[src/rtl/osc_select_pkg.sv]
package osc_select_pkg;
    // Register byte offsets on the AXI4-Lite bus
    localparam logic [3:0] REQ_CTRL_OFFSET = 4'h0;
    localparam logic [3:0] CUR_STATUS_OFFSET = 4'h4;
    localparam logic [3:0] MON_STATUS_OFFSET = 4'h8;
    // Field layout shared by the request and current status registers
    localparam int SRC_LSB = 4;
    localparam int SRC_W = 3;
    localparam int DIV_LSB = 0;
    localparam int DIV_W = 4;
    // Monitor status bit positions
    localparam int MON_FAILSAFE_BIT = 0;
    localparam int MON_BUSY_BIT = 1;
    localparam int MON_CRYSTAL_OK_BIT = 2;
    // Source codes; unlisted codes are reserved
    localparam logic [2:0] SRC_HFINT_32M = 3'h0;
    localparam logic [2:0] SRC_EXTERNAL = 3'h2;
    localparam logic [2:0] SRC_LFINT = 3'h5;
    localparam logic [2:0] SRC_HFINT_4M = 3'h6;
    // Divider reset values
    localparam logic [3:0] DIV_HFINT_4M_RESET = 4'h2;
    localparam logic [3:0] DIV_OTHER_RESET = 4'h0;
    // External mode codes
    localparam logic [2:0] EXT_HIGH_POWER_CLOCK = 3'h0;
    localparam logic [2:0] EXT_MEDIUM_POWER_CLOCK = 3'h1;
    localparam logic [2:0] EXT_LOW_POWER_CLOCK = 3'h2;
    localparam logic [2:0] EXT_LOW_POWER_CRYSTAL = 3'h4;
    localparam logic [2:0] EXT_MEDIUM_GAIN_CRYSTAL = 3'h5;
    localparam logic [2:0] EXT_HIGH_GAIN_CRYSTAL = 3'h6;
    // Timing
    localparam int CLK_PERIOD_NS = 20;
    localparam int FAILSAFE_MONITOR_TIMEOUT_NS = 81920;
    localparam int FAILSAFE_MONITOR_TIMEOUT_CYCLES = FAILSAFE_MONITOR_TIMEOUT_NS / CLK_PERIOD_NS;
    localparam logic [12:0] FAILSAFE_MONITOR_LIMIT = 13'(FAILSAFE_MONITOR_TIMEOUT_CYCLES);
    localparam logic [10:0] CRYSTAL_STARTUP_EDGES = 11'h400;
    localparam logic [1:0] BOOT_CYCLES = 2'h3;
    // AXI responses
    localparam logic [1:0] RESP_OKAY = 2'h0;
    localparam logic [1:0] RESP_SLVERR = 2'h2;
    // Switch sequencer states, Gray along the path
    typedef enum logic [1:0] {
        SW_IDLE = 2'b00,
        SW_WAIT = 2'b01,
        SW_COMMIT = 2'b11
    } switch_state_t;
endpackage

[src/rtl/osc_source_select.sv]
`timescale 1ns/10ps
module osc_source_select (
    input wire logic aclk,
    input wire logic aresetn,
    input wire logic [3:0] s_axi_awaddr,
    input wire logic s_axi_awvalid,
    output logic s_axi_awready,
    input wire logic [31:0] s_axi_wdata,
    input wire logic [3:0] s_axi_wstrb,
    input wire logic s_axi_wvalid,
    output logic s_axi_wready,
    output logic [1:0] s_axi_bresp,
    output logic s_axi_bvalid,
    input wire logic s_axi_bready,
    input wire logic [3:0] s_axi_araddr,
    input wire logic s_axi_arvalid,
    output logic s_axi_arready,
    output logic [31:0] s_axi_rdata,
    output logic [1:0] s_axi_rresp,
    output logic s_axi_rvalid,
    input wire logic s_axi_rready,
    input wire logic [2:0] reset_osc_select,
    input wire logic [2:0] ext_osc_mode,
    input wire logic clock_switch_enable,
    input wire logic ext_clk_pin,
    input wire logic hfint_ready,
    input wire logic lfint_ready,
    output logic [2:0] clock_source_sel,
    output logic [3:0] clock_divider_sel,
    output logic [2:0] ext_mode_sel,
    output logic crystal_amp_enable,
    output logic failsafe_active
);

    ////////////////////////////////////////////////////////////////////////
    // Helpers
    function automatic logic is_reserved(input logic [2:0] code);
        is_reserved = !(code == osc_select_pkg::SRC_HFINT_32M || code == osc_select_pkg::SRC_EXTERNAL ||
                        code == osc_select_pkg::SRC_LFINT || code == osc_select_pkg::SRC_HFINT_4M);
    endfunction

    function automatic logic [3:0] reset_divider(input logic [2:0] code);
        reset_divider = (code == osc_select_pkg::SRC_HFINT_4M) ? osc_select_pkg::DIV_HFINT_4M_RESET
                                                               : osc_select_pkg::DIV_OTHER_RESET;
    endfunction

    function automatic logic is_crystal(input logic [2:0] mode);
        is_crystal = (mode == osc_select_pkg::EXT_LOW_POWER_CRYSTAL) ||
                     (mode == osc_select_pkg::EXT_MEDIUM_GAIN_CRYSTAL) ||
                     (mode == osc_select_pkg::EXT_HIGH_GAIN_CRYSTAL);
    endfunction

    ////////////////////////////////////////////////////////////////////////
    // Input synchronisers: straps and pins all come from outside
    localparam int SYNC_W = 12;
    logic [SYNC_W-1:0] sync_in; // Raw pin vector
    logic [SYNC_W-1:0] sync1_q; // First stage, read only by second stage
    logic [SYNC_W-1:0] sync2_q; // Usable synchronised copy
    assign sync_in = {reset_osc_select, ext_osc_mode, clock_switch_enable, ext_clk_pin, hfint_ready, lfint_ready, 2'b00};

    genvar gi;
    generate
        for (gi = 0; gi < SYNC_W; gi++)
        begin : g_sync
            always_ff @(posedge aclk)
            begin
                sync1_q[gi] <= sync_in[gi];
                sync2_q[gi] <= sync1_q[gi];
            end
        end
    endgenerate

    logic [2:0] rst_sel_s;
    logic [2:0] ext_mode_s;
    logic clock_switch_enable_s;
    logic ext_clk_s;
    logic hf_rdy_s;
    logic lf_rdy_s;
    assign rst_sel_s = sync2_q[11:9];
    assign ext_mode_s = sync2_q[8:6];
    assign clock_switch_enable_s = sync2_q[5];
    assign ext_clk_s = sync2_q[4];
    assign hf_rdy_s = sync2_q[3];
    assign lf_rdy_s = sync2_q[2];

    // Edge detect on the synchronised external clock
    logic ext_clk_prev_q;
    logic ext_edge;
    always_ff @(posedge aclk)
    begin
        ext_clk_prev_q <= ext_clk_s;
    end
    assign ext_edge = ext_clk_s && !ext_clk_prev_q;

    ////////////////////////////////////////////////////////////////////////
    // Boot: wait for strap synchronisers to fill, then load once
    logic [1:0] boot_cnt_q;
    logic boot_done_q;
    logic boot_load;
    assign boot_load = !boot_done_q && (boot_cnt_q == osc_select_pkg::BOOT_CYCLES);
    always_ff @(posedge aclk)
    begin
        if (!aresetn)
        begin
            boot_cnt_q <= 2'h0;
            boot_done_q <= 1'b0;
        end
        else if (!boot_done_q)
        begin
            boot_cnt_q <= boot_cnt_q + 2'h1;
            boot_done_q <= boot_load;
        end
    end

    // Strap values latched at boot; config words do not change at run time
    logic [2:0] ext_mode_q;
    logic clock_switch_enable_q;
    always_ff @(posedge aclk)
    begin
        if (!aresetn)
        begin
            ext_mode_q <= osc_select_pkg::EXT_HIGH_POWER_CLOCK;
            clock_switch_enable_q <= 1'b0;
        end
        else if (boot_load)
        begin
            ext_mode_q <= ext_mode_s;
            clock_switch_enable_q <= clock_switch_enable_s;
        end
    end

    ////////////////////////////////////////////////////////////////////////
    // AXI4-Lite write channel: address and data taken in either order
    logic aw_held_q;
    logic w_held_q;
    logic [3:0] awaddr_q;
    logic [31:0] wdata_q;
    logic wstrb0_q;
    logic bvalid_q;
    logic [1:0] bresp_q;
    logic wr_fire;
    assign s_axi_awready = boot_done_q && !aw_held_q && !bvalid_q;
    assign s_axi_wready = boot_done_q && !w_held_q && !bvalid_q;
    assign wr_fire = aw_held_q && w_held_q && !bvalid_q;
    assign s_axi_bvalid = bvalid_q;
    assign s_axi_bresp = bresp_q;

    always_ff @(posedge aclk)
    begin
        if (!aresetn)
        begin
            aw_held_q <= 1'b0;
            w_held_q <= 1'b0;
            awaddr_q <= 4'h0;
            wdata_q <= 32'h0;
            wstrb0_q <= 1'b0;
            bvalid_q <= 1'b0;
            bresp_q <= osc_select_pkg::RESP_OKAY;
        end
        else
        begin
            if (s_axi_awvalid && s_axi_awready)
            begin
                aw_held_q <= 1'b1;
                awaddr_q <= s_axi_awaddr;
            end
            if (s_axi_wvalid && s_axi_wready)
            begin
                w_held_q <= 1'b1;
                wdata_q <= s_axi_wdata;
                wstrb0_q <= s_axi_wstrb[0];
            end
            if (wr_fire)
            begin
                aw_held_q <= 1'b0;
                w_held_q <= 1'b0;
                bvalid_q <= 1'b1;
                // Only the request register is writable; status writes are harmless and answered OKAY, unmapped addresses get SLVERR
                bresp_q <= (awaddr_q == osc_select_pkg::REQ_CTRL_OFFSET ||
                            awaddr_q == osc_select_pkg::CUR_STATUS_OFFSET ||
                            awaddr_q == osc_select_pkg::MON_STATUS_OFFSET) ? osc_select_pkg::RESP_OKAY
                                                                            : osc_select_pkg::RESP_SLVERR;
            end
            else if (bvalid_q && s_axi_bready)
            begin
                bvalid_q <= 1'b0;
            end
        end
    end

    ////////////////////////////////////////////////////////////////////////
    // Request register
    logic [2:0] req_src_q;
    logic [3:0] req_div_q;
    logic ctrl_write;
    logic ctrl_accept;
    logic [2:0] wr_src;
    assign wr_src = wdata_q[osc_select_pkg::SRC_LSB +: osc_select_pkg::SRC_W];
    assign ctrl_write = wr_fire && wstrb0_q && (awaddr_q == osc_select_pkg::REQ_CTRL_OFFSET);
    assign ctrl_accept = ctrl_write && clock_switch_enable_q && !is_reserved(wr_src);

    always_ff @(posedge aclk)
    begin
        if (!aresetn)
        begin
            req_src_q <= osc_select_pkg::SRC_HFINT_32M;
            req_div_q <= osc_select_pkg::DIV_OTHER_RESET;
        end
        else if (boot_load)
        begin
            // Reserved strap codes fall back to the 32 MHz internal source
            req_src_q <= is_reserved(rst_sel_s) ? osc_select_pkg::SRC_HFINT_32M : rst_sel_s;
            req_div_q <= reset_divider(rst_sel_s);
        end
        else if (ctrl_accept)
        begin
            req_src_q <= wr_src;
            req_div_q <= wdata_q[osc_select_pkg::DIV_LSB +: osc_select_pkg::DIV_W];
        end
    end

    ////////////////////////////////////////////////////////////////////////
    // Switch sequencer and current source
    osc_select_pkg::switch_state_t sw_state_q;
    logic [2:0] cur_src_q;
    logic [3:0] cur_div_q;
    logic [10:0] ost_cnt_q;
    logic [12:0] failsafe_monitor_cnt_q;
    logic failsafe_q;
    logic failsafe_monitor_trip;
    logic target_ready;
    logic ext_ok;
    logic cur_external;

    // Crystals wait out the startup count, logic-level clocks need one edge
    assign ext_ok = is_crystal(ext_mode_q) ? (ost_cnt_q == osc_select_pkg::CRYSTAL_STARTUP_EDGES)
                                           : (ost_cnt_q != 11'h0);
    always_comb
    begin
        case (req_src_q)
            osc_select_pkg::SRC_EXTERNAL: target_ready = ext_ok;
            osc_select_pkg::SRC_LFINT: target_ready = lf_rdy_s;
            default: target_ready = hf_rdy_s;
        endcase
    end

    assign cur_external = (cur_src_q == osc_select_pkg::SRC_EXTERNAL);
    assign failsafe_monitor_trip = cur_external && !failsafe_q && (failsafe_monitor_cnt_q == osc_select_pkg::FAILSAFE_MONITOR_LIMIT);

    // Startup edge counter runs while waiting; a newer request restarts it so no stale count is reused
    always_ff @(posedge aclk)
    begin
        if (!aresetn || sw_state_q == osc_select_pkg::SW_IDLE || ctrl_accept)
        begin
            ost_cnt_q <= 11'h0;
        end
        else if (ext_edge && ost_cnt_q != osc_select_pkg::CRYSTAL_STARTUP_EDGES)
        begin
            ost_cnt_q <= ost_cnt_q + 11'h1;
        end
    end

    // Clock monitor: counts system cycles since the last external edge
    always_ff @(posedge aclk)
    begin
        if (!aresetn || ext_edge || !cur_external)
        begin
            failsafe_monitor_cnt_q <= 13'h0;
        end
        else if (failsafe_monitor_cnt_q != osc_select_pkg::FAILSAFE_MONITOR_LIMIT)
        begin
            failsafe_monitor_cnt_q <= failsafe_monitor_cnt_q + 13'h1;
        end
    end

    // Sequencer: a new request waits in WAIT until its source runs
    always_ff @(posedge aclk)
    begin
        if (!aresetn)
        begin
            sw_state_q <= osc_select_pkg::SW_IDLE;
        end
        else
        begin
            case (sw_state_q)
                osc_select_pkg::SW_IDLE:
                begin
                    if (ctrl_accept)
                    begin
                        sw_state_q <= osc_select_pkg::SW_WAIT;
                    end
                end
                osc_select_pkg::SW_WAIT:
                begin
                    // A newer request restarts the wait on the new target
                    if (ctrl_accept)
                    begin
                        sw_state_q <= osc_select_pkg::SW_WAIT;
                    end
                    else if (target_ready)
                    begin
                        sw_state_q <= osc_select_pkg::SW_COMMIT;
                    end
                end
                osc_select_pkg::SW_COMMIT:
                begin
                    sw_state_q <= ctrl_accept ? osc_select_pkg::SW_WAIT : osc_select_pkg::SW_IDLE;
                end
                default:
                begin
                    sw_state_q <= osc_select_pkg::SW_IDLE;
                end
            endcase
        end
    end

    // Current source and divider; fail-safe overrides a pending commit
    always_ff @(posedge aclk)
    begin
        if (!aresetn)
        begin
            cur_src_q <= osc_select_pkg::SRC_HFINT_32M;
            cur_div_q <= osc_select_pkg::DIV_OTHER_RESET;
            failsafe_q <= 1'b0;
        end
        else if (boot_load)
        begin
            cur_src_q <= is_reserved(rst_sel_s) ? osc_select_pkg::SRC_HFINT_32M : rst_sel_s;
            cur_div_q <= reset_divider(rst_sel_s);
        end
        else if (failsafe_monitor_trip)
        begin
            cur_src_q <= osc_select_pkg::SRC_HFINT_4M;
            failsafe_q <= 1'b1;
        end
        else if (sw_state_q == osc_select_pkg::SW_COMMIT && !ctrl_accept)
        begin
            cur_src_q <= req_src_q;
            cur_div_q <= req_div_q;
            failsafe_q <= 1'b0;
        end
    end

    assign clock_source_sel = cur_src_q;
    assign clock_divider_sel = cur_div_q;
    assign ext_mode_sel = ext_mode_q;
    assign failsafe_active = failsafe_q;
    // Amplifier runs while a crystal is in use or being started
    assign crystal_amp_enable = is_crystal(ext_mode_q) &&
                                (cur_external || (req_src_q == osc_select_pkg::SRC_EXTERNAL));

    ////////////////////////////////////////////////////////////////////////
    // AXI4-Lite read channel
    logic rvalid_q;
    logic [31:0] rdata_q;
    logic [1:0] rresp_q;
    assign s_axi_arready = boot_done_q && !rvalid_q;
    assign s_axi_rvalid = rvalid_q;
    assign s_axi_rdata = rdata_q;
    assign s_axi_rresp = rresp_q;

    always_ff @(posedge aclk)
    begin
        if (!aresetn)
        begin
            rvalid_q <= 1'b0;
            rdata_q <= 32'h0;
            rresp_q <= osc_select_pkg::RESP_OKAY;
        end
        else if (s_axi_arvalid && s_axi_arready)
        begin
            rvalid_q <= 1'b1;
            rresp_q <= osc_select_pkg::RESP_OKAY;
            case (s_axi_araddr)
                osc_select_pkg::REQ_CTRL_OFFSET: rdata_q <= {25'h0, req_src_q, req_div_q};
                osc_select_pkg::CUR_STATUS_OFFSET: rdata_q <= {25'h0, cur_src_q, cur_div_q};
                osc_select_pkg::MON_STATUS_OFFSET: rdata_q <= {29'h0, ext_ok,
                                                           sw_state_q != osc_select_pkg::SW_IDLE, failsafe_q};
                default:
                begin
                    rdata_q <= 32'h0;
                    rresp_q <= osc_select_pkg::RESP_SLVERR;
                end
            endcase
        end
        else if (rvalid_q && s_axi_rready)
        begin
            rvalid_q <= 1'b0;
        end
    end
endmodule // osc_source_select

[config.mk]
export PLATFORM = sky130hd
export DESIGN_NAME = osc_source_select
export DESIGN_NICKNAME = d
export VERILOG_FILES = /design/src/rtl/osc_select_pkg.sv /design/src/rtl/osc_source_select.sv
export SDC_FILE = /design/constraint.sdc
export NUM_CORES = 1
export LEC_CHECK = 0
export BUFFER_PORTS_ARGS = -buffer_cell sky130_fd_sc_hd__buf_2
export CAP_MARGIN = 40
export CORE_MARGIN = 2
export CORE_UTILIZATION = 51
export DETAILED_ROUTE_END_ITERATION = 6
export HOLD_SLACK_MARGIN = 0.05
export PLACE_DENSITY = 0.9
export SLEW_MARGIN = 10
export SYNTH_ARGS = -nofsm -noshare
export SYNTH_HDL_FRONTEND = slang
export SYNTH_SLANG_ARGS = --single-unit
export TNS_END_PERCENT = 1
[constraint.sdc]
create_clock -name aclk -period 2.44 [get_ports aclk]
set_input_delay 0.244 -clock aclk [delete_from_list [all_inputs] [get_ports aclk]]
set_output_delay 0.244 -clock aclk [all_outputs]
set_load 0.03 [all_outputs]
==> flow_metrics.py <==
metrics = {
    "run_status": {
        "status": "finished clean",
    },
    "die": {
        "initial_core_util": 0.5306,
        "core_area_um2": 7331,
        "rows": 31,
        "die_area_um2": 8342,
        "dieWidth_um": 91.34,
        "die_h_um": 91.34,
        "num_io_pins": 114,
    },
    "sta": {
        "worst_slack_ns": 0.3767,
        "fin_crit_ns": 2.063,
        "fin_tns_setup_ns": 0,
        "worstMarginPinSlew_ns": 0.7959,
        "slew_violations": 0,
        "hold_viol_final": 0,
        "period_share": 0.8456,
        "slew_headroom": 0.4680,
        "clock.fmax_ghz": 0.4847,
        "rsz0062_at_grt": "no",
        "setup_violations": 0,
        "finalClockSkew_ns": 0.009679,
    },
    "cts": {
        "numCtsBuffers": 9,
        "hold_buffers": 10,
        "clkTransAtPathRegs_ns": 0.09,
        "post_cts.repair.setup_buffers": 0,
        "clock_latency_ns": 0.36,
        "h-tree-depth": 3,
        "cts.path.max_buffers": 2,
        "cts_resized": 0,
        "cts_tree": "yes",
        "clock_sinks": 94,
        "cts_root_buf": "clkbuf_8",
    },
    "setup_path": {
        "path_class": "flip-flop to flip-flop",
        "crit_path_start_kind": "flip-flop",
        "crit_cells": 7,
        "critPathArrivalTime_ns": 2.30,
        "required_ns": 2.68,
        "cp_max_fo": 6,
        "rr_worst_depth": 7,
        "slowest_stage": "or3_1",
        "cp_top_family": "simple AND/OR/NAND/NOR gates",
        "critPathMaxStageDelay_ns": 0.50,
        "crit_chain": "inv_1, ha_1, nor4b_1, nand3_1, or3_1, a221oi_1, nor3_1",
        "crit_buf_inv": 1,
        "cp-end-kind": "flip-flop",
    },
    "global_route": {
        "first_global_vias": 2935,
        "grt-busiest-layer": "met2",
        "use_met3": 0.04979,
        "grt_remaining_overflow": 0,
        "grt_max_degree": 36,
        "grt_pass1_wl_mm": 13.43,
        "grt_use_total": 0.2015,
        "grt_use_met2": 0.3586,
        "antenna_found_initial": 0,
        "grtUsageMet1": 0.2264,
    },
    "min_path": {
        "hold_path.class": "primary input to flip-flop",
        "min_path_cells": 3,
    },
    "placed_design": {
        "port_buffers": 58,
        "pre_cts_ws_ns": 0.4158,
        "dp_hpwl_mm": 5.965,
        "gp_congestion": 0.8410,
    },
    "final_layout": {
        "final_core_util": 0.6102,
        "syn2layout_area_growth_pct": 14.99,
        "antenna_cells": 0,
        "n_fill_cell": 605,
        "nets": 564,
        "layout-drive-gt1-share": 0.1753,
    },
    "routing": {
        "drt_wl_total_mm": 8.140,
        "drt-vias-per-instance": 5.206,
        "vias": 3129,
        "drtPass1Iterations": 4,
        "drc_errors": 0,
        "wl_per_cell_um": 13.54,
        "drtIter0Drc": 207,
        "drtAntennaViolNets": 0,
    },
    "synthesis": {
        "synth_ff_type": "dfxtp_1",
        "synth_top_area_frac": 0.4838,
        "netlist_instances": 431,
        "synth_area_um2": 3890,
        "syn_avg_cell_area_um2": 9.025,
        "synth-seq-cells": 94,
        "async_reset_ff_frac": 0,
        "yosys-top-cells-count": "dfxtp_1 (94), nor2_1 (53), nand2_1 (44), a21oi_1 (34), buf_4 (27)",
        "synth_area_leaders": "dfxtp_1 (48%), buf_4 (5.2%), nor2_1 (5.1%)",
        "ys_seq_area_frac": 0.4838,
        "yosys_warnings": 0,
        "synth.most_common_cell": "dfxtp_1",
        "synth_top_area_cell": "dfxtp_1",
        "synth.distinct_cells": 49,
        "synth-edff-count": 0,
    },
    "job": {
        "drv_cap": 0,
    },
    "power_and_ir_drop": {
        "power_density_nw_per_um2": 672.0,
        "p_leak_uw": 0.001810,
        "vdd_drop_max_mv": 0.4202,
    },
}
[cells in the final DEF, fill, tap and decap left out, types with 7 or more instances in the layout]
cell	synthesis	layout
a21oi_1	34	34
buf_2	2	58
clkbuf_8	0	9
conb_1	1	27
dfxtp_1	94	94
dlygate4sd3_1	0	10
inv_1	8	8
mux2i_1	14	14
nand2_1	44	44
nand2b_1	8	8
nand3_1	12	12
nor2_1	53	53
nor2b_1	7	7
nor3_1	12	12
o21ai_0	16	16
xnor2_1	10	10
xor2_1	9	9
[layout make-up]
type / count / area, um2 / area share
inverters: 9 / 33.78 / 0.007552
flip-flops and latches: 94 / 1882 / 0.4207
multi-input cells: 312 / 1803 / 0.4031
clock inverters: 6 / 86.33 / 0.01930
repair buffers: 72 / 420.4 / 0.09399
well taps: 99 / 123.9 / 0.02769
clock buffers: 9 / 123.9 / 0.02769
[layer usage]
metal  part of all wire  up-vias
li1                   -     1549
met1               0.40     1453
met2               0.52      112
met3              0.060       15
met4              0.023        0
met5                  0        -
[cells by family after synthesis]
family	count (synthesis)	share of synthesized area
muxes	18	0.04760
and+or+nand+nor	174	0.2239
adders and majority gates	6	0.01898
AOI/OAI and AO/OA	68	0.1042
other	1	0.0009640
buffers and inverters	51	0.07784
xor gates and xnor gates	19	0.04278
DFF	94	0.4838
[through the flow]
stage                     area, um2  total power, uW  hold slack (ns)  instances
after detailed placement       4163             1937           0.3121        576
after global placement         4163             1926           0.3108        576
after floorplan                3988             1887           0.2717        457
after CTS                      4473             3025          0.09752        601
after global routing           4473             3133           0.1127        601
final                          4473             3006           0.1118        601
[worst reg2reg max path, delay by kind of cell, from the launching register on]
family,cells,cell delay [ns]
flip-flops,1,0.35
adder cells (fa/ha/maj),1,0.13
AO/OA/AOI/OAI,1,0.34
buffers and inverters,1,0.07
AND/OR/NAND/NOR,4,1.05
[power by group]
group          internal (uW)  switching, uW
Clock                    571            519
Sequential              1580           38.2
Combinational           96.9            196
Total                   2250            754
[registers in the layout, indices dropped and copies added (netlist names), 2 cells and up]
signal / flops
boot_cnt_q: 2
req_src_q: 3
rst_sel_s: 3
req_div_q: 4
awaddr_q: 4
failsafe_monitor_cnt_q: 13
sw_state_q: 2
sync1_q: 10
ost_cnt_q: 11
ext_mode_sel: 3
clock_divider_sel: 4
clock_source_sel: 3
wdata_q: 7
ext_mode_s: 3
s_axi_rdata: 7
[path summary, 6_finish.rpt]
check | slack [ns] | end | from
setup reg to reg | 0.38 | clock_divider_sel[1]$_SDFFE_PN0P_ | failsafe_monitor_cnt_q[0]$_SDFFE_PP0P_
hold / removal | 0.11 | wdata_q[5]$_SDFFE_PN0P_ | s_axi_wdata[5]
hold reg to reg | 0.33 | ext_mode_s[1]$_DFF_P_ | sync1_q[7]$_DFF_P_
setup / recovery | 0.38 | clock_divider_sel[1]$_SDFFE_PN0P_ | failsafe_monitor_cnt_q[0]$_SDFFE_PP0P_
No activity file was read; power rests on OpenSTA's default activity.
